**src/ufp_pkg.sv**
```systemverilog
// Shared constants and types for the byte-wide parallel FIFO port.
// Assumes a single 20 MHz clock and a plain register port of 8-bit data.
package ufp_pkg;

	// ----------------------------------------
	// Clock and timing
	// ----------------------------------------
	localparam int CLK_HZ          = 20_000_000;
	localparam int CLK_PERIOD_NS   = 1_000_000_000 / CLK_HZ;
	localparam int WAKE_HOLD_MS    = 20;
	localparam int WAKE_CYCLES_DEF = (CLK_HZ / 1000) * WAKE_HOLD_MS;
	localparam int FLAG_GAP_NS     = 80;
	localparam int FLAG_GAP_CYC    = (FLAG_GAP_NS + CLK_PERIOD_NS - 1) / CLK_PERIOD_NS;
	localparam int LED_CYCLES_DEF  = 16;

	// ----------------------------------------
	// Data path sizes
	// ----------------------------------------
	localparam int BUS_W      = 8;
	localparam int FIFO_DEPTH = 8;

	// ----------------------------------------
	// Register map and fields
	// ----------------------------------------
	localparam int          REG_AW      = 4;
	localparam logic [3:0]  REG_CFG     = 4'h0;
	localparam logic [3:0]  REG_AUX_A   = 4'h1;
	localparam logic [3:0]  REG_AUX_B   = 4'h2;
	localparam logic [3:0]  REG_STATUS  = 4'h3;
	localparam int          CFG_WAKE_BIT = 0;
	localparam int          CFG_PD_BIT   = 1;
	localparam logic [7:0]  CFG_RST      = 8'h00;
	localparam int          ST_RX_AVAIL  = 0;
	localparam int          ST_TX_FULL   = 1;
	localparam int          ST_SUSPEND   = 2;
	localparam int          ST_CONFIGD   = 3;
	localparam int          ST_WAKE_MODE = 4;

	// ----------------------------------------
	// Auxiliary pin signal options
	// ----------------------------------------
	typedef enum logic [2:0] {
		AUX_TRI    = 3'b000,
		AUX_DRIVE1 = 3'b001,
		AUX_DRIVE0 = 3'b010,
		AUX_POWER_ENABLE_N  = 3'b011,
		AUX_TX_ACTIVITY_LED_N  = 3'b100,
		AUX_RX_ACTIVITY_LED_N  = 3'b101,
		AUX_ANYLED = 3'b110
	} ufp_aux_sel_type;

	localparam ufp_aux_sel_type AUX_A_RST = AUX_TRI;
	localparam ufp_aux_sel_type AUX_B_RST = AUX_TRI;

	// Level and enable of one three-state pin
	typedef struct packed {
		logic oe;
		logic lvl;
	} ufp_pin_type;

	localparam ufp_pin_type PIN_RST = 2'b00;

endpackage

```
**src/ufp_fifo_port.sv**
```systemverilog
// Byte-wide parallel FIFO port: strobed host bus, flags, wakeup and aux pins.
// Assumes pin inputs other than the strobes synchronous to clk; USB engine sits behind streams.
`timescale 1ns/10ps
`default_nettype none
module ufp_fifo_port import ufp_pkg::*; #(
	parameter int WAKE_CYCLES = WAKE_CYCLES_DEF,
	parameter int LED_CYCLES  = LED_CYCLES_DEF,
	parameter int DEPTH       = FIFO_DEPTH
) (
	input  wire logic              clk,
	input  wire logic              rstn,
	input  wire logic [BUS_W-1:0]  fifo_bus_i,
	output logic      [BUS_W-1:0]  fifo_bus_o,
	output logic                   fifo_bus_oe,
	input  wire logic              rd_strobe_n,
	input  wire logic              wr_strobe,
	output logic                   tx_space_flag_n,
	output logic                   tx_space_flag_oe,
	output logic                   rx_avail_flag_n,
	output logic                   rx_avail_flag_oe,
	input  wire logic              rx_avail_flag_n_i,
	output logic                   aux_pin_a_o,
	output logic                   aux_pin_a_oe,
	output logic                   aux_pin_b_o,
	output logic                   aux_pin_b_oe,
	output logic                   io_pulldown_en,
	input  wire logic              usb_rx_valid,
	input  wire logic [BUS_W-1:0]  usb_rx_data,
	output logic                   usb_rx_ready,
	output logic                   usb_tx_valid,
	output logic      [BUS_W-1:0]  usb_tx_data,
	input  wire logic              usb_tx_ready,
	input  wire logic              usb_configured,
	input  wire logic              usb_suspend,
	output logic                   usb_resume_req,
	input  wire logic [REG_AW-1:0] reg_addr,
	input  wire logic [7:0]        reg_wdata,
	input  wire logic              reg_wr,
	input  wire logic              reg_rd,
	output logic      [7:0]        reg_rdata
);
	localparam int WCW = $clog2(WAKE_CYCLES + 1);
	localparam int LCW = $clog2(LED_CYCLES + 1);
	localparam int GCW = $clog2(FLAG_GAP_CYC + 1);

	// ----------------------------------------
	// Declarations
	// ----------------------------------------
	logic              rd_s1_r, rd_s2_r, rd_s3_r;
	logic              wr_s1_r, wr_s2_r, wr_s3_r;
	logic [BUS_W-1:0]  bus_d1_r, bus_d2_r;
	logic              rd_fall, rd_rise, wr_fall;
	logic              rx_out_valid, rx_pop;
	logic [BUS_W-1:0]  rx_out_data;
	logic              tx_in_ready;
	logic [BUS_W-1:0]  bus_o_r;
	logic              bus_oe_r;
	logic [GCW-1:0]    rx_gap_r, tx_gap_r;
	logic              tx_flag_n_r, tx_flag_oe_r;
	logic              rx_flag_n_r, rx_flag_oe_r;
	logic              cfg_wake_r, cfg_pd_r;
	ufp_aux_sel_type   aux_sel_a_r, aux_sel_b_r;
	logic [7:0]        rdata_r;
	logic              wake_mode;
	logic [WCW-1:0]    wake_cnt_r;
	logic              resume_req_r;
	logic              pulldown_r;
	logic              pwr_n_r;
	logic              tx_act, rx_act;
	logic [LCW-1:0]    led_cnt_r [2];
	logic              tx_led_n_r, rx_led_n_r, any_led_n_r;
	ufp_pin_type       aux_a_r, aux_b_r;

	// ----------------------------------------
	// Strobe synchronisers and edge detect
	// ----------------------------------------
	// Third stage is only history for the edge detector
	always_ff @(posedge clk or negedge rstn) begin
		if (!rstn) begin
			rd_s1_r <= 1'b1;
			rd_s2_r <= 1'b1;
			rd_s3_r <= 1'b1;
			wr_s1_r <= 1'b0;
			wr_s2_r <= 1'b0;
			wr_s3_r <= 1'b0;
		end else begin
			rd_s1_r <= rd_strobe_n;
			rd_s2_r <= rd_s1_r;
			rd_s3_r <= rd_s2_r;
			wr_s1_r <= wr_strobe;
			wr_s2_r <= wr_s1_r;
			wr_s3_r <= wr_s2_r;
		end
	end

	// Bus data delayed to line up with the second strobe stage
	always_ff @(posedge clk or negedge rstn) begin
		if (!rstn) begin
			bus_d1_r <= '0;
			bus_d2_r <= '0;
		end else begin
			bus_d1_r <= fifo_bus_i;
			bus_d2_r <= bus_d1_r;
		end
	end

	assign rd_fall = rd_s3_r & ~rd_s2_r;
	assign rd_rise = ~rd_s3_r & rd_s2_r;
	assign wr_fall = wr_s3_r & ~wr_s2_r;

	// ----------------------------------------
	// Receive path: USB to controller
	// ----------------------------------------
	assign rx_pop = rd_fall & rx_out_valid;

	ufp_fifo #(
		.WIDTH (BUS_W),
		.DEPTH (DEPTH)
	) u_rx_fifo (
		.clk       (clk),
		.rstn      (rstn),
		.in_valid  (usb_rx_valid),
		.in_ready  (usb_rx_ready),
		.in_data   (usb_rx_data),
		.out_valid (rx_out_valid),
		.out_ready (rx_pop),
		.out_data  (rx_out_data)
	);

	// Byte fetched at the falling edge stands while the strobe stays low
	always_ff @(posedge clk or negedge rstn) begin
		if (!rstn) begin
			bus_o_r  <= '0;
			bus_oe_r <= 1'b0;
		end else begin
			bus_oe_r <= ~rd_s2_r;
			if (rx_pop) begin
				bus_o_r <= rx_out_data;
			end
		end
	end

	// ----------------------------------------
	// Transmit path: controller to USB
	// ----------------------------------------
	// A write while full is dropped; the controller is to watch the flag
	ufp_fifo #(
		.WIDTH (BUS_W),
		.DEPTH (DEPTH)
	) u_tx_fifo (
		.clk       (clk),
		.rstn      (rstn),
		.in_valid  (wr_fall),
		.in_ready  (tx_in_ready),
		.in_data   (bus_d2_r),
		.out_valid (usb_tx_valid),
		.out_ready (usb_tx_ready),
		.out_data  (usb_tx_data)
	);

	// ----------------------------------------
	// Flags
	// ----------------------------------------
	// Gap counters keep each flag inactive for the minimum time after a cycle
	always_ff @(posedge clk or negedge rstn) begin
		if (!rstn) begin
			rx_gap_r <= '0;
			tx_gap_r <= '0;
		end else begin
			if (rd_rise) begin
				rx_gap_r <= GCW'(FLAG_GAP_CYC);
			end else if (rx_gap_r != '0) begin
				rx_gap_r <= rx_gap_r - GCW'(1);
			end
			if (wr_fall) begin
				tx_gap_r <= GCW'(FLAG_GAP_CYC);
			end else if (tx_gap_r != '0) begin
				tx_gap_r <= tx_gap_r - GCW'(1);
			end
		end
	end

	assign wake_mode = cfg_wake_r & usb_suspend;

	// Enables reset low so both flags float in reset
	always_ff @(posedge clk or negedge rstn) begin
		if (!rstn) begin
			tx_flag_n_r  <= 1'b1;
			tx_flag_oe_r <= 1'b0;
			rx_flag_n_r  <= 1'b1;
			rx_flag_oe_r <= 1'b0;
		end else begin
			tx_flag_oe_r <= 1'b1;
			tx_flag_n_r  <= ~tx_in_ready | wr_fall | (tx_gap_r != '0);
			rx_flag_oe_r <= ~wake_mode;
			rx_flag_n_r  <= ~rx_out_valid | ~rd_s2_r | rd_rise | (rx_gap_r != '0);
		end
	end

	// ----------------------------------------
	// Register port
	// ----------------------------------------
	// Power-enable used as a power switch wants the pull-down bit set as well
	always_ff @(posedge clk or negedge rstn) begin
		if (!rstn) begin
			cfg_wake_r  <= CFG_RST[CFG_WAKE_BIT];
			cfg_pd_r    <= CFG_RST[CFG_PD_BIT];
			aux_sel_a_r <= AUX_A_RST;
			aux_sel_b_r <= AUX_B_RST;
		end else if (reg_wr) begin
			case (reg_addr)
				REG_CFG: begin
					cfg_wake_r <= reg_wdata[CFG_WAKE_BIT];
					cfg_pd_r   <= reg_wdata[CFG_PD_BIT];
				end
				REG_AUX_A: aux_sel_a_r <= ufp_aux_sel_type'(reg_wdata[2:0]);
				REG_AUX_B: aux_sel_b_r <= ufp_aux_sel_type'(reg_wdata[2:0]);
				default: ;
			endcase
		end
	end

	// Read data stands for one cycle only; unmapped reads give zero
	always_ff @(posedge clk or negedge rstn) begin
		if (!rstn) begin
			rdata_r <= '0;
		end else if (reg_rd) begin
			case (reg_addr)
				REG_CFG: begin
					rdata_r               <= '0;
					rdata_r[CFG_WAKE_BIT] <= cfg_wake_r;
					rdata_r[CFG_PD_BIT]   <= cfg_pd_r;
				end
				REG_AUX_A: rdata_r <= {5'h00, aux_sel_a_r};
				REG_AUX_B: rdata_r <= {5'h00, aux_sel_b_r};
				REG_STATUS: begin
					rdata_r               <= '0;
					rdata_r[ST_RX_AVAIL]  <= rx_out_valid;
					rdata_r[ST_TX_FULL]   <= ~tx_in_ready;
					rdata_r[ST_SUSPEND]   <= usb_suspend;
					rdata_r[ST_CONFIGD]   <= usb_configured;
					rdata_r[ST_WAKE_MODE] <= wake_mode;
				end
				default: rdata_r <= '0;
			endcase
		end else begin
			rdata_r <= '0;
		end
	end

	// ----------------------------------------
	// Remote wakeup and suspend pull-down
	// ----------------------------------------
	// Counter saturates so one hold gives exactly one resume request
	always_ff @(posedge clk or negedge rstn) begin
		if (!rstn) begin
			wake_cnt_r   <= '0;
			resume_req_r <= 1'b0;
		end else begin
			resume_req_r <= wake_mode & ~rx_avail_flag_n_i & (wake_cnt_r == WCW'(WAKE_CYCLES - 1));
			if (!wake_mode || rx_avail_flag_n_i) begin
				wake_cnt_r <= '0;
			end else if (wake_cnt_r != WCW'(WAKE_CYCLES)) begin
				wake_cnt_r <= wake_cnt_r + WCW'(1);
			end
		end
	end

	always_ff @(posedge clk or negedge rstn) begin
		if (!rstn) begin
			pulldown_r <= 1'b0;
		end else begin
			pulldown_r <= cfg_pd_r & usb_suspend;
		end
	end

	// ----------------------------------------
	// Power enable and activity indicators
	// ----------------------------------------
	assign tx_act = usb_tx_valid & usb_tx_ready;
	assign rx_act = usb_rx_valid & usb_rx_ready;

	always_ff @(posedge clk or negedge rstn) begin
		if (!rstn) begin
			pwr_n_r <= 1'b1;
		end else begin
			pwr_n_r <= usb_suspend | ~usb_configured;
		end
	end

	// Each transfer restarts a stretch so short bursts stay visible on an LED
	always_ff @(posedge clk or negedge rstn) begin
		if (!rstn) begin
			for (int i = 0; i < 2; i++) begin
				led_cnt_r[i] <= '0;
			end
		end else begin
			for (int i = 0; i < 2; i++) begin
				if ((i == 0) ? tx_act : rx_act) begin
					led_cnt_r[i] <= LCW'(LED_CYCLES - 1);
				end else if (led_cnt_r[i] != '0) begin
					led_cnt_r[i] <= led_cnt_r[i] - LCW'(1);
				end
			end
		end
	end

	always_ff @(posedge clk or negedge rstn) begin
		if (!rstn) begin
			tx_led_n_r  <= 1'b1;
			rx_led_n_r  <= 1'b1;
			any_led_n_r <= 1'b1;
		end else begin
			tx_led_n_r  <= ~(tx_act | (led_cnt_r[0] != '0));
			rx_led_n_r  <= ~(rx_act | (led_cnt_r[1] != '0));
			any_led_n_r <= ~(tx_act | rx_act | (led_cnt_r[0] != '0) | (led_cnt_r[1] != '0));
		end
	end

	// ----------------------------------------
	// Auxiliary pins
	// ----------------------------------------
	function automatic ufp_pin_type aux_drive(input ufp_aux_sel_type sel, input logic [3:0] src);
		ufp_pin_type p;
		p = PIN_RST;
		case (sel)
			AUX_TRI:    p = PIN_RST;
			AUX_DRIVE1: p = '{oe: 1'b1, lvl: 1'b1};
			AUX_DRIVE0: p = '{oe: 1'b1, lvl: 1'b0};
			AUX_POWER_ENABLE_N:  p = '{oe: 1'b1, lvl: src[0]};
			AUX_TX_ACTIVITY_LED_N:  p = '{oe: 1'b1, lvl: src[1]};
			AUX_RX_ACTIVITY_LED_N:  p = '{oe: 1'b1, lvl: src[2]};
			AUX_ANYLED: p = '{oe: 1'b1, lvl: src[3]};
			default:    p = PIN_RST;
		endcase
		return p;
	endfunction

	always_ff @(posedge clk or negedge rstn) begin
		if (!rstn) begin
			aux_a_r <= PIN_RST;
			aux_b_r <= PIN_RST;
		end else begin
			aux_a_r <= aux_drive(aux_sel_a_r, {any_led_n_r, rx_led_n_r, tx_led_n_r, pwr_n_r});
			aux_b_r <= aux_drive(aux_sel_b_r, {any_led_n_r, rx_led_n_r, tx_led_n_r, pwr_n_r});
		end
	end

	// ----------------------------------------
	// Outputs
	// ----------------------------------------
	assign fifo_bus_o       = bus_o_r;
	assign fifo_bus_oe      = bus_oe_r;
	assign tx_space_flag_n  = tx_flag_n_r;
	assign tx_space_flag_oe = tx_flag_oe_r;
	assign rx_avail_flag_n  = rx_flag_n_r;
	assign rx_avail_flag_oe = rx_flag_oe_r;
	assign aux_pin_a_o      = aux_a_r.lvl;
	assign aux_pin_a_oe     = aux_a_r.oe;
	assign aux_pin_b_o      = aux_b_r.lvl;
	assign aux_pin_b_oe     = aux_b_r.oe;
	assign io_pulldown_en   = pulldown_r;
	assign usb_resume_req   = resume_req_r;
	assign reg_rdata        = rdata_r;

	// ----------------------------------------
	// Assertions
	// ----------------------------------------
	AST_RD_DRIVE: assert property (@(posedge clk) disable iff (!rstn)
		rx_pop |=> bus_oe_r && (bus_o_r == $past(rx_out_data)))
		else $error("read byte not driven after read strobe fall");

	AST_RD_POP: assert property (@(posedge clk) disable iff (!rstn)
		$fell(rd_s2_r) && rx_out_valid |-> rx_pop)
		else $error("receive FIFO not advanced on read strobe fall");

	AST_WR_PUSH: assert property (@(posedge clk) disable iff (!rstn)
		wr_fall && tx_in_ready && !usb_tx_valid |=> usb_tx_valid && (usb_tx_data == $past(bus_d2_r)))
		else $error("written byte not at transmit FIFO head");

	AST_TXE_FULL: assert property (@(posedge clk) disable iff (!rstn)
		!tx_in_ready |=> tx_space_flag_n && tx_space_flag_oe)
		else $error("transmit-space flag low while transmit FIFO full");

	AST_RESET_TRI: assert property (@(posedge clk)
		!rstn |-> !tx_space_flag_oe && !rx_avail_flag_oe)
		else $error("flag driven during reset");

	AST_RXF_EMPTY: assert property (@(posedge clk) disable iff (!rstn)
		!rx_out_valid |=> rx_avail_flag_n)
		else $error("receive flag low with nothing to read");

	AST_WAKE_INPUT: assert property (@(posedge clk) disable iff (!rstn)
		cfg_wake_r && usb_suspend |=> !rx_avail_flag_oe)
		else $error("receive flag still driven in wakeup mode");

	AST_WAKE_REQ: assert property (@(posedge clk) disable iff (!rstn)
		usb_resume_req |-> $past(wake_cnt_r) == WCW'(WAKE_CYCLES - 1) && $past(wake_mode))
		else $error("resume request without full hold time");

	AST_PULLDOWN: assert property (@(posedge clk) disable iff (!rstn)
		##1 io_pulldown_en == $past(cfg_pd_r && usb_suspend))
		else $error("pull-down does not follow option and suspend");

	AST_AUX_TRI: assert property (@(posedge clk) disable iff (!rstn)
		aux_sel_a_r == AUX_TRI ##1 aux_sel_a_r == AUX_TRI |-> !aux_pin_a_oe)
		else $error("aux pin driven in float option");

	AST_POWER_ENABLE_N: assert property (@(posedge clk) disable iff (!rstn)
		usb_suspend ##1 aux_sel_a_r == AUX_POWER_ENABLE_N |=> aux_pin_a_o && aux_pin_a_oe)
		else $error("power-enable not high in suspend");

	AST_TX_ACTIVITY_LED_N: assert property (@(posedge clk) disable iff (!rstn)
		tx_act |=> !tx_led_n_r ##1 (led_cnt_r[0] != '0 || LED_CYCLES == 1))
		else $error("transmit activity pulse missing");

	AST_RX_ACTIVITY_LED_N: assert property (@(posedge clk) disable iff (!rstn)
		rx_act |=> !rx_led_n_r && !any_led_n_r)
		else $error("receive activity pulse missing");

	AST_ANYLED: assert property (@(posedge clk) disable iff (!rstn)
		tx_act |=> !any_led_n_r)
		else $error("combined activity pulse missing on transmit");

	COV_READ:   cover property (@(posedge clk) disable iff (!rstn) rx_pop ##1 bus_oe_r);
	COV_WRITE:  cover property (@(posedge clk) disable iff (!rstn) wr_fall && tx_in_ready);
	COV_FULL:   cover property (@(posedge clk) disable iff (!rstn) !tx_in_ready ##1 usb_tx_ready);
	COV_RESUME: cover property (@(posedge clk) disable iff (!rstn) usb_resume_req);
endmodule
`default_nettype wire

```
**src/ufp_fifo.sv**
```systemverilog
// Synchronous FIFO with valid/ready on both sides and registered flags.
// Assumes one clock; writes when full and reads when empty are refused.
`timescale 1ns/10ps
`default_nettype none
module ufp_fifo import ufp_pkg::*; #(
	parameter int WIDTH = BUS_W,
	parameter int DEPTH = FIFO_DEPTH
) (
	input  wire logic             clk,
	input  wire logic             rstn,
	input  wire logic             in_valid,
	output logic                  in_ready,
	input  wire logic [WIDTH-1:0] in_data,
	output logic                  out_valid,
	input  wire logic             out_ready,
	output logic      [WIDTH-1:0] out_data
);
	localparam int AW = (DEPTH > 1) ? $clog2(DEPTH) : 1;
	localparam int CW = $clog2(DEPTH + 1);

	logic [WIDTH-1:0] mem_r [DEPTH];
	logic [AW-1:0]    wptr_r;
	logic [AW-1:0]    rptr_r;
	logic [CW-1:0]    cnt_r;
	logic [CW-1:0]    cnt_nxt;
	logic             in_ready_r;
	logic             out_valid_r;
	logic             push;
	logic             pop;

	assign push      = in_valid & in_ready_r;
	assign pop       = out_valid_r & out_ready;
	assign cnt_nxt   = cnt_r + CW'(push) - CW'(pop);
	assign in_ready  = in_ready_r;
	assign out_valid = out_valid_r;
	assign out_data  = mem_r[rptr_r];

	always_ff @(posedge clk) begin
		if (push) begin
			mem_r[wptr_r] <= in_data;
		end
	end

	// Flags come from the next count so that they stand registered
	always_ff @(posedge clk or negedge rstn) begin
		if (!rstn) begin
			wptr_r      <= '0;
			rptr_r      <= '0;
			cnt_r       <= '0;
			in_ready_r  <= 1'b1;
			out_valid_r <= 1'b0;
		end else begin
			if (push) begin
				wptr_r <= (wptr_r == AW'(DEPTH - 1)) ? '0 : wptr_r + AW'(1);
			end
			if (pop) begin
				rptr_r <= (rptr_r == AW'(DEPTH - 1)) ? '0 : rptr_r + AW'(1);
			end
			cnt_r       <= cnt_nxt;
			in_ready_r  <= (cnt_nxt != CW'(DEPTH));
			out_valid_r <= (cnt_nxt != '0);
		end
	end
endmodule
`default_nettype wire

```
**config.mk**
```make
export PLATFORM = sky130hd
export DESIGN_NAME = ufp_fifo_port
export DESIGN_NICKNAME = d
export VERILOG_FILES = /design/src/ufp_pkg.sv /design/src/ufp_fifo_port.sv /design/src/ufp_fifo.sv
export SDC_FILE = /design/constraint.sdc
export NUM_CORES = 1
export LEC_CHECK = 0
export CORE_ASPECT_RATIO = 1.75
export CORE_MARGIN = 8
export CORE_UTILIZATION = 35
export DETAILED_ROUTE_END_ITERATION = 16
export DONT_BUFFER_PORTS = 1
export PLACE_DENSITY = 0.49
export REMOVE_ABC_BUFFERS = 1
export SETUP_SLACK_MARGIN = 0.5
export SYNTH_ARGS = -nofsm -noshare
export SYNTH_HDL_FRONTEND = slang
export SYNTH_SLANG_ARGS = --single-unit
export TNS_END_PERCENT = 20
```
**constraint.sdc**
```tcl
create_clock -name clk -period 2.85 [get_ports clk]
set_input_delay 0.285 -clock clk [delete_from_list [all_inputs] [get_ports clk]]
set_output_delay 0.285 -clock clk [all_outputs]
set_load 0.01 [all_outputs]
```
==> results.sh, run 1 <==
export IMPL_status="complete, but fails checks"
export IMPL_violations="hold timing"
export IMPL_h_tree_depth=1
export IMPL_fin_nets=768
export IMPL_cts_path_max_buffers=3
export IMPL_yosys_most_used_dff="edfxtp_1"
export IMPL_regToRegStartpoint="rd_s2_r"
export IMPL_gp_congestion=0.7469
export IMPL_root_buffer="clkbuf_16"
export IMPL_synthTopCellsByArea="edfxtp_1, dfrtp_1, mux4_2"
export IMPL_maxCapViolations=0
export IMPL_yosysSeqAreaShare_pct=68.54
export IMPL_fin_worst_skew_ps=13.35
export IMPL_crit_type="flop to output pin"
export IMPL_port_buffers=0
export IMPL_worstRegToRegCells=11
export IMPL_async_flop_share_pct=47.33
export IMPL_tightest_slew_ps=847.4
export IMPL_insertion_delay_ps=520
export IMPL_die_w_um=142.7
export IMPL_synth_cells=645
export IMPL_grt_start_max_net_pins=116
export IMPL_fin_crit_sh_pct=79.68
export IMPL_initial_core_util_pct=35.39
export IMPL_drc_errors=0
export IMPL_synthMostInstantiatedCell="edfxtp_1"
export IMPL_dieArea_mm2=0.03391
export IMPL_hold_viol_final=116
export IMPL_regToRegEndpoint="u_rx_fifo.out_valid"
export IMPL_final_core_util_pct=41.34
export IMPL_finalSetupTns_ps=0
export IMPL_areaGrowthSynthToFinish_pct=16.83
export IMPL_fmaxAchievable_mhz=440.3
export IMPL_synth_cell_types=52
export IMPL_power_leakage_uw=0.004352
export IMPL_ir_drop_mv=0.3609
export IMPL_slew_violations=0
export IMPL_yosys_area_top_type="edfxtp_1"
export IMPL_synth_cell_area_mm2=0.009827
export IMPL_die_h_um=237.7
export IMPL_routed_via_count=5258
export IMPL_grt_pass1_vias=5711
export IMPL_drt_vias_per_instance=4.811
export IMPL_regToRegSetupSlack_ps=630
export IMPL_cts_hold_buffers=29
export IMPL_drtIter0Drc=208
export IMPL_nFillCells=2592
export IMPL_pwr_density_cell_mw_per_mm2=879.5
export IMPL_rows=81
export IMPL_crit_path_start="u_tx_fifo.rptr_r[0]"
export IMPL_numCtsBuffers=23
export IMPL_finalSetupViolCount=0
export IMPL_path_clk_slew_ps=70
export IMPL_io_pins=76
export IMPL_worst_hold_slack_ps=-546.8
export IMPL_cts_sinks=243
export IMPL_drt_wl_total_um=19930
export IMPL_cp_start_kind="flop"
export IMPL_drtPass1Iterations=4
export IMPL_synth_common_cells="edfxtp_1, dfrtp_1, nand2_1"
export IMPL_cts_tree="built"
export IMPL_synth_edf_count=128
export IMPL_groute_usage_overall_pct=12.07
export IMPL_core_area_mm2=0.02777
export IMPL_yosysWarnings=0
export IMPL_wl_per_cell_um=18.24
export IMPL_rsz0062_at_grt="true"
export IMPL_period_needed_ps=2271
export IMPL_drtAntennaViolNets=0
export IMPL_hp_class="primary input to async pin"
export IMPL_avgSynthCellArea_um2=15.24
export IMPL_antenna_found_initial=0
export IMPL_overflow=0
export IMPL_dp_hpwl_um=13140
export IMPL_relSlewSlack_pct=43.50
export IMPL_ys_ff_latch=243
export IMPL_end_kind="output pin"
export IMPL_path_max_fanout=17
export IMPL_layout_drive_gt1_share_pct=20.28
export IMPL_cp_arrival_ps=1990
export IMPL_synth_top_area_share_pct=39.11
export IMPL_grt_pass1_wl_um=31640
export IMPL_n_antenna_cell=0
export IMPL_cp_data_required_time_ps=2570
worst max-delay path by stage:
stage,endpoint,slack [ps],depth (start not counted)
finish,usb_tx_data[0],580,3
global route,usb_tx_data[4],490,3
CTS,u_rx_fifo.out_valid,500,11
detailed placement,u_rx_fifo.out_valid,470,11
global placement,u_rx_fifo.out_valid,560,11
floorplan,u_rx_fifo.out_valid,340,11
kinds of logic after synthesis:
family                   share of synthesized area (%)
flip-flops                                       68.54
AND/OR/NAND/NOR                                  8.964
multiplexers                                     11.24
buffers and inverters                            2.419
AO/OA/AOI/OAI                                    3.514
adder cells (fa/ha/maj)                          3.463
XOR/XNOR                                         1.783
other                                          0.07642
cell type report:
class | instances | area [um2] | area share (%)
Inverter | 38 | 142.6 | 1.242
Tap cell | 373 | 466.7 | 4.065
Clock buffer | 31 | 625.6 | 5.449
Sequential cell | 243 | 6736 | 58.67
Timing Repair Buffer | 52 | 488.0 | 4.250
Clock inverter | 11 | 140.1 | 1.221
Multi-Input combinational cell | 345 | 2882 | 25.10
layer usage:
layer  vias to the layer above  track usage (%)  part of all wire (%)  wire length (um)
li1                       2465                -                     -                 -
met1                      2702            13.53                    40              7910
met2                        67            22.29                    55             10970
met3                        24            2.129                   3.4               671
met4                         0            4.175                   1.9               380
met5                         -                0                     0                 0
critical path: stages (launching register included):
cell     delay (ps)
dfrtp_1         410
buf_12          210
mux4_2          520
mux2_2          320
state kept, by name, summed over array words and instances, names as in the netlist, 3 cells and up:
| signal | count |
|---|---|
| u_rx_fifo.mem_r | 64 |
| aux_sel_a_r | 3 |
| u_rx_fifo.rptr_r | 3 |
| u_rx_fifo.cnt_r | 4 |
| u_tx_fifo.wptr_r | 3 |
| u_rx_fifo.wptr_r | 3 |
| u_tx_fifo.rptr_r | 3 |
| wake_cnt_r | 19 |
| bus_d2_r | 8 |
| u_tx_fifo.mem_r | 64 |
| led_cnt_r | 10 |
| reg_rdata | 5 |
| fifo_bus_o | 8 |
| aux_sel_b_r | 3 |
| bus_d1_r | 8 |
| u_tx_fifo.cnt_r | 4 |
power by group:
part	total (uW)	leakage, uW	internal [uW]	switching [uW]
Sequential	4800	0.00254	4250	549
Clock	3130	0.000377	1820	1310
Combinational	2170	0.00143	1160	1010
Total	10100	0.00435	7230	2860
stage by stage:
step	instances	worst slack [ps]	power [uW]	instance area, um2
after CTS	1091	504.5	10270	11450
final	1093	579.0	10100	11480
after global placement	1020	561.0	6895	10380
after floorplan	626	341.4	6304	9739
after global routing	1093	492.0	10670	11480
after detailed placement	1020	473.4	7007	10380
cells in the final DEF, fill, tap and decap left out, types with 5 or more instances in the layout:
master           n
a21o_1           5
a21oi_1         13
and3_1           5
buf_4           21
clkbuf_1         6
clkbuf_16       23
dfrtp_1        103
dfstp_2         11
dlygate4sd3_1   29
edfxtp_1       128
ha_1            23
inv_1           35
mux2_2          25
mux2i_1          8
mux4_2          33
nand2_1         45
nand2b_1        11
nand3_1         11
nor2_1          38
nor3_1          23
nor4_1           5
o21ai_0         25
xnor2_1         14
xor2_1           6
timing repair:
action | in CTS | in global routing
hold endpoints to repair | 205 | 115
resized for setup | 5 | 6
setup buffers | 0 | 2
setup endpoints to repair | 10 | 6
pin swaps | 0 | 1
(Power assumes the default switching activity.)
==> run 2: changes to the inputs <==
--- a/config.mk
+++ b/config.mk
@@ -10,7 +10,7 @@
 export CORE_UTILIZATION = 35
 export DETAILED_ROUTE_END_ITERATION = 16
 export DONT_BUFFER_PORTS = 1
-export PLACE_DENSITY = 0.49
+export PLACE_DENSITY = 0.51
 export REMOVE_ABC_BUFFERS = 1
 export SETUP_SLACK_MARGIN = 0.5
 export SYNTH_ARGS = -nofsm -noshare
==> constraint.sdc (replaced) <==
create_clock -name clk -period 1.97 [get_ports clk]
set_input_delay 0.197 -clock clk [delete_from_list [all_inputs] [get_ports clk]]
set_output_delay 0.197 -clock clk [all_outputs]
set_load 0.01 [all_outputs]
==> run 2 against run 1 <==
The flow finishes with violations (hold timing, setup timing). Highest routed layer unchanged. Worst setup slack worse by 750 ps. Register-to-register slack worse by 720 ps. Combinational power grew 120%. Clock power up 61%. Count of clock-buffer cells in the layout rose by 4. Sequential power increased by 44%. Via count grew 6.6%. First-iteration DRC count fell by 8.2%.
==> results.sh, run 2 (same netlist as run 1, synthesis figures left out) <==
export IMPL_path_max_fanout=6
export IMPL_tightest_slew_ps=524.5
export IMPL_hp_class="primary input to async pin"
export IMPL_overflow=0
export IMPL_routed_via_count=5604
export IMPL_ir_drop_mv=0.6486
export IMPL_power_leakage_uw=0.004940
export IMPL_final_setup_worst_slack_ps=-172.0
export IMPL_crit_path_start="u_tx_fifo.rptr_r[0]"
export IMPL_drt_vias_per_instance=4.810
export IMPL_instances_no_fill=1165
export IMPL_maxCapViolations=0
export IMPL_dieArea_mm2=0.03391
export IMPL_period_needed_ps=2142
export IMPL_grt_pass1_wl_um=34010
export IMPL_dp_cells=1038
export IMPL_pwr_density_cell_mw_per_mm2=1285
export IMPL_fmaxAchievable_mhz=466.9
export IMPL_fin_worst_skew_ps=11.47
export IMPL_cp_arrival_ps=1940
export IMPL_gp_congestion=0.7537
export IMPL_root_buffer="clkbuf_16"
export IMPL_status="complete, but fails checks"
export IMPL_drtAntennaViolNets=0
export IMPL_grt_start_max_net_pins=116
export IMPL_path_clk_slew_ps=60
export IMPL_insertion_delay_ps=530
export IMPL_drc_errors=0
export IMPL_final_common_cell="edfxtp_1"
export IMPL_slew_violations=0
export IMPL_worst_hold_slack_ps=-620.4
export IMPL_layout_drive_gt1_share_pct=38.28
export IMPL_nFillCells=2449
export IMPL_drtPass1Iterations=4
export IMPL_wl_per_cell_um=18.79
export IMPL_regToRegStartpoint="rd_s2_r"
export IMPL_drtIter0Drc=191
export IMPL_crit_type="flop to output pin"
export IMPL_end_kind="output pin"
export IMPL_core_area_mm2=0.02777
export IMPL_fin_crit_sh_pct=108.7
export IMPL_antenna_found_initial=3
export IMPL_cts_tree="built"
export IMPL_groute_usage_overall_pct=12.96
export IMPL_cp_start_kind="flop"
export IMPL_fin_nets=836
export IMPL_violations="hold timing, setup timing"
export IMPL_drt_wl_total_um=21890
export IMPL_relSlewSlack_pct=65.03
export IMPL_die_w_um=142.7
export IMPL_final_core_util_pct=46.72
export IMPL_finalSetupViolCount=10
export IMPL_numCtsBuffers=25
export IMPL_areaGrowthSynthToFinish_pct=32.01
export IMPL_rows=81
export IMPL_port_buffers=0
export IMPL_final_cell_mix="edfxtp_1, dfrtp_1, buf_4"
export IMPL_initial_core_util_pct=35.39
export IMPL_grt_pass1_vias=6204
export IMPL_cts_sinks=243
export IMPL_cts_path_max_buffers=3
export IMPL_cp_data_required_time_ps=1770
export IMPL_hold_viol_final=115
export IMPL_h_tree_depth=1
export IMPL_total_power_uw=16670
export IMPL_top_regs="u_rx_fifo.mem_r (64), u_tx_fifo.mem_r (64), wake_cnt_r (19)"
export IMPL_die_h_um=237.7
export IMPL_cts_hold_buffers=33
export IMPL_io_pins=76
export IMPL_dp_hpwl_um=13700
export IMPL_rsz0062_at_grt="true"
## run 2: cell count changes in the layout (fill, tap and decap cells not counted), moves of 10 or more
cell     before  now
mux2_4        0   11
nor3_1       23   13
mux2_2       25   14
buf_4        21   41
dfrtp_2       1   15
ha_4          0   10
o21ai_1       0   11
buf_6         0   32
inv_2         2   15
o21ai_0      25   10
inv_1        35   20
dfrtp_1     103   89
## run 2: layer usage
metal,track usage [%],up-vias,part of all wire (%)
met5,0,-,0
met4,5.016,0,2.9
met3,2.411,38,3.3
met2,24.72,76,57
met1,13.55,2882,37
li1,-,2608,-
## run 2: path summary, 6_finish.rpt
| check | endpoint | slack [ps] | cells past startpoint |
|---|---|---|---|
| max | usb_tx_data[3] | -170 | 3 |
| max reg2reg | u_rx_fifo.out_valid | -90 | 11 |
| min | fifo_bus_o[6] | -620 | 0 |
| min in group clk | u_rx_fifo.cnt_r[0] | 0 | 3 |
| max in group asynchronous | tx_space_flag_n | 2260 | 0 |
| min reg2reg | bus_d2_r[1] | 350 | 0 |
## run 2: area by class of cell
class                           count  area (um2)  area share (%)
Antenna cell                        3       7.507         0.05787
Inverter                           38       150.1           1.157
Sequential cell                   243        6754           52.06
Timing Repair Buffer              118        1206           9.298
Tap cell                          373       466.7           3.598
Clock buffer                       35       725.7           5.594
Clock inverter                     10       152.6           1.177
Multi-Input combinational cell    345        3510           27.05
## run 2: critical path: stages (launching register included)
cell	delay, ps
dfrtp_2	440
clkbuf_16	190
mux4_2	500
mux2_4	290
## run 2: metrics by stage
stage	hold slack [ps]	cell area [um2]	setup slack [ps]	setup TNS, ps
2_1_floorplan	-98.59	9739	-538.6	-2070
3_3_place_gp	-93.36	10520	-230.3	-474.9
3_5_place_dp	-93.73	10520	-333.9	-794.2
4_1_cts	-671.1	12250	-208.7	-1667
5_1_grt	-660.3	12970	-231.1	-2071
6_report	-620.4	12970	-172.0	-1392
## run 2: report_power, final
part | switching, uW | total [uW] | internal [uW]
Sequential | 764 | 6920 | 6160
Clock | 1960 | 5050 | 3090
Combinational | 2140 | 4700 | 2560
Total | 4860 | 16700 | 11800
## run 2: repair_timing
action	CTS	global route
cloned	0	1
endpoints found under the setup margin	177	175
setup buffers	14	31
endpoints found under the hold margin	209	116
pin swaps	38	62
gates resized for setup	117	105
==> run 3: changes to the inputs <==
--- a/config.mk
+++ b/config.mk
@@ -12,7 +12,6 @@
 export DONT_BUFFER_PORTS = 1
 export PLACE_DENSITY = 0.51
 export REMOVE_ABC_BUFFERS = 1
-export SETUP_SLACK_MARGIN = 0.5
 export SYNTH_ARGS = -nofsm -noshare
 export SYNTH_HDL_FRONTEND = slang
 export SYNTH_SLANG_ARGS = --single-unit
==> run 3 against run 2 <==
The flow still finishes with violations (hold timing, setup timing). Final cell count shrank 3.4%. Routed wire length decreased by 5.7%. Sequential power down 1%. Via count down 4.0%. Clock skew decreased by 2.6 ps. Non-clock buffer count decreased by 40. Count of clock-buffer cells in the layout unchanged. Register-to-register slack lost 20 ps. Critical path depth unchanged. Critical path type unchanged.
==> results.sh, run 3 (same netlist as run 1, synthesis figures left out) <==
export IMPL_layout_drive_gt1_share_pct=23.10
export IMPL_pwr_density_cell_mw_per_mm2=1309
export IMPL_end_kind="output pin"
export IMPL_regToRegSetupSlack_ps=-110
export IMPL_root_buffer="clkbuf_16"
export IMPL_final_area_mm2=0.01190
export IMPL_period_needed_ps=2143
export IMPL_slew_violations=0
export IMPL_gp_congestion=0.7537
export IMPL_ir_drop_mv=0.5477
export IMPL_drtPass1Iterations=4
export IMPL_grt_pass1_vias=6039
export IMPL_rsz0062_at_grt="true"
export IMPL_die_h_um=237.7
export IMPL_drtAntennaViolNets=0
export IMPL_regToRegEndpoint="u_rx_fifo.out_valid"
export IMPL_groute_usage_overall_pct=12.61
export IMPL_areaGrowthSynthToFinish_pct=21.12
export IMPL_fmaxAchievable_mhz=466.7
export IMPL_insertion_delay_ps=520
export IMPL_routed_via_count=5379
export IMPL_cts_path_max_buffers=3
export IMPL_final_setup_worst_slack_ps=-172.6
export IMPL_initial_core_util_pct=35.39
export IMPL_finalSetupViolCount=10
export IMPL_cp_arrival_ps=1950
export IMPL_drtIter0Drc=221
export IMPL_power_leakage_uw=0.004565
export IMPL_overflow=0
export IMPL_fin_nets=796
export IMPL_final_common_cell="edfxtp_1"
export IMPL_cp_data_required_time_ps=1770
export IMPL_drc_errors=0
export IMPL_worst_hold_slack_ps=-631.8
export IMPL_critPathMaxStageDelay_ps=500
export IMPL_worstRegToRegCells=11
export IMPL_grt_pass1_wl_um=33060
export IMPL_cts_hold_buffers=35
export IMPL_rows=81
export IMPL_port_buffers=0
export IMPL_fin_crit_sh_pct=108.8
export IMPL_grt_start_max_net_pins=116
export IMPL_path_max_fanout=6
export IMPL_regToRegStartpoint="rd_s2_r"
export IMPL_finalSetupTns_ps=-1434
export IMPL_relSlewSlack_pct=48.98
export IMPL_tightest_slew_ps=754.7
export IMPL_cp_start_kind="flop"
export IMPL_cts_sinks=243
export IMPL_die_w_um=142.7
export IMPL_cts_tree="built"
export IMPL_postPlaceCellArea_mm2=0.01052
export IMPL_maxCapViolations=0
export IMPL_crit_slowest_cell="mux4_2"
export IMPL_dieArea_mm2=0.03391
export IMPL_dp_hpwl_um=13700
export IMPL_critPathTopFamily="multiplexers"
export IMPL_final_core_util_pct=42.86
export IMPL_drt_vias_per_instance=4.781
export IMPL_numCtsBuffers=25
export IMPL_path_clk_slew_ps=60
export IMPL_hold_viol_final=115
export IMPL_wl_per_cell_um=18.34
export IMPL_final_cell_mix="edfxtp_1, dfrtp_1, nand2_1"
export IMPL_io_pins=76
export IMPL_core_area_mm2=0.02777
export IMPL_critPathBufInv=1
export IMPL_violations="hold timing, setup timing"
export IMPL_crit_type="flop to output pin"
export IMPL_hp_class="primary input to async pin"
export IMPL_top_regs="u_rx_fifo.mem_r (64), u_tx_fifo.mem_r (64), wake_cnt_r (19)"
export IMPL_antenna_found_initial=3
export IMPL_crit_chain="clkbuf_16 > mux4_2 > mux2_4"
export IMPL_drt_wl_total_um=20630
export IMPL_fin_worst_skew_ps=8.833
export IMPL_h_tree_depth=1
export IMPL_status="complete, but fails checks"
## run 3: cell count changes in the layout (fill, tap and decap cells not counted), sizes merged
| cell | change |
|---|---|
| dlygate4sd3 | +3 |
| dlymetal6s4s | -1 |
| inv | -1 |
| clkinv | +1 |
| buf | -42 |
## run 3: how the worst max path moves through the flow
stage,slack [ps],cells after the start,startpoint,end
after CTS,-230,11,rd_s2_r,u_rx_fifo.out_valid
after global routing,-230,3,u_tx_fifo.rptr_r[0],usb_tx_data[7]
after floorplan,-540,11,rd_s2_r,u_rx_fifo.out_valid
after global placement,-230,11,rd_s2_r,u_rx_fifo.out_valid
after detailed placement,-330,11,rd_s2_r,u_rx_fifo.out_valid
final,-170,3,u_tx_fifo.rptr_r[0],usb_tx_data[3]
## run 3: metal layers
metal | GRT usage [%] | vias up | part of all wire, %
met5 | 0 | - | 0
met4 | 5.016 | 0 | 2.9
met3 | 2.391 | 36 | 3.9
met2 | 23.80 | 90 | 56
met1 | 13.32 | 2731 | 37
li1 | - | 2522 | -
## run 3: through the flow
step / hold WS (ps) / power, uW / cells / setup WS, ps
after global placement: -93.36 / 10070 / 1038 / -230.3
after floorplan: -98.59 / 9121 / 626 / -538.6
after detailed placement: -93.73 / 10300 / 1038 / -333.9
final: -631.8 / 15580 / 1125 / -172.6
after global routing: -665.9 / 16470 / 1125 / -231.1
after CTS: -671.1 / 15680 / 1120 / -225.2
## run 3: power by group
group          leakage [uW]  switching, uW  internal [uW]
Combinational       0.00160           1710           1990
Clock              0.000424           1960           3090
Sequential          0.00254            675           6150
Total               0.00456           4340          11200
## run 3: final cells by class
class                      count  area, um2
clock buffer                  35      725.7
fill                        2575      15870
timing repair buffer          78      726.9
multi-input combinational    345       2944
sequential                   243       6736
inverter                      38      142.6
clock inverter                10      152.6
antenna                        3      7.507
tap                          373      466.7
## run 3: timing repair
item	in CTS	in global routing
pin swaps	4	4
setup endpoints to repair	13	14
gates resized for setup	13	13
endpoints found under the hold margin	212	115
setup buffers	2	1
gates cloned	0	1
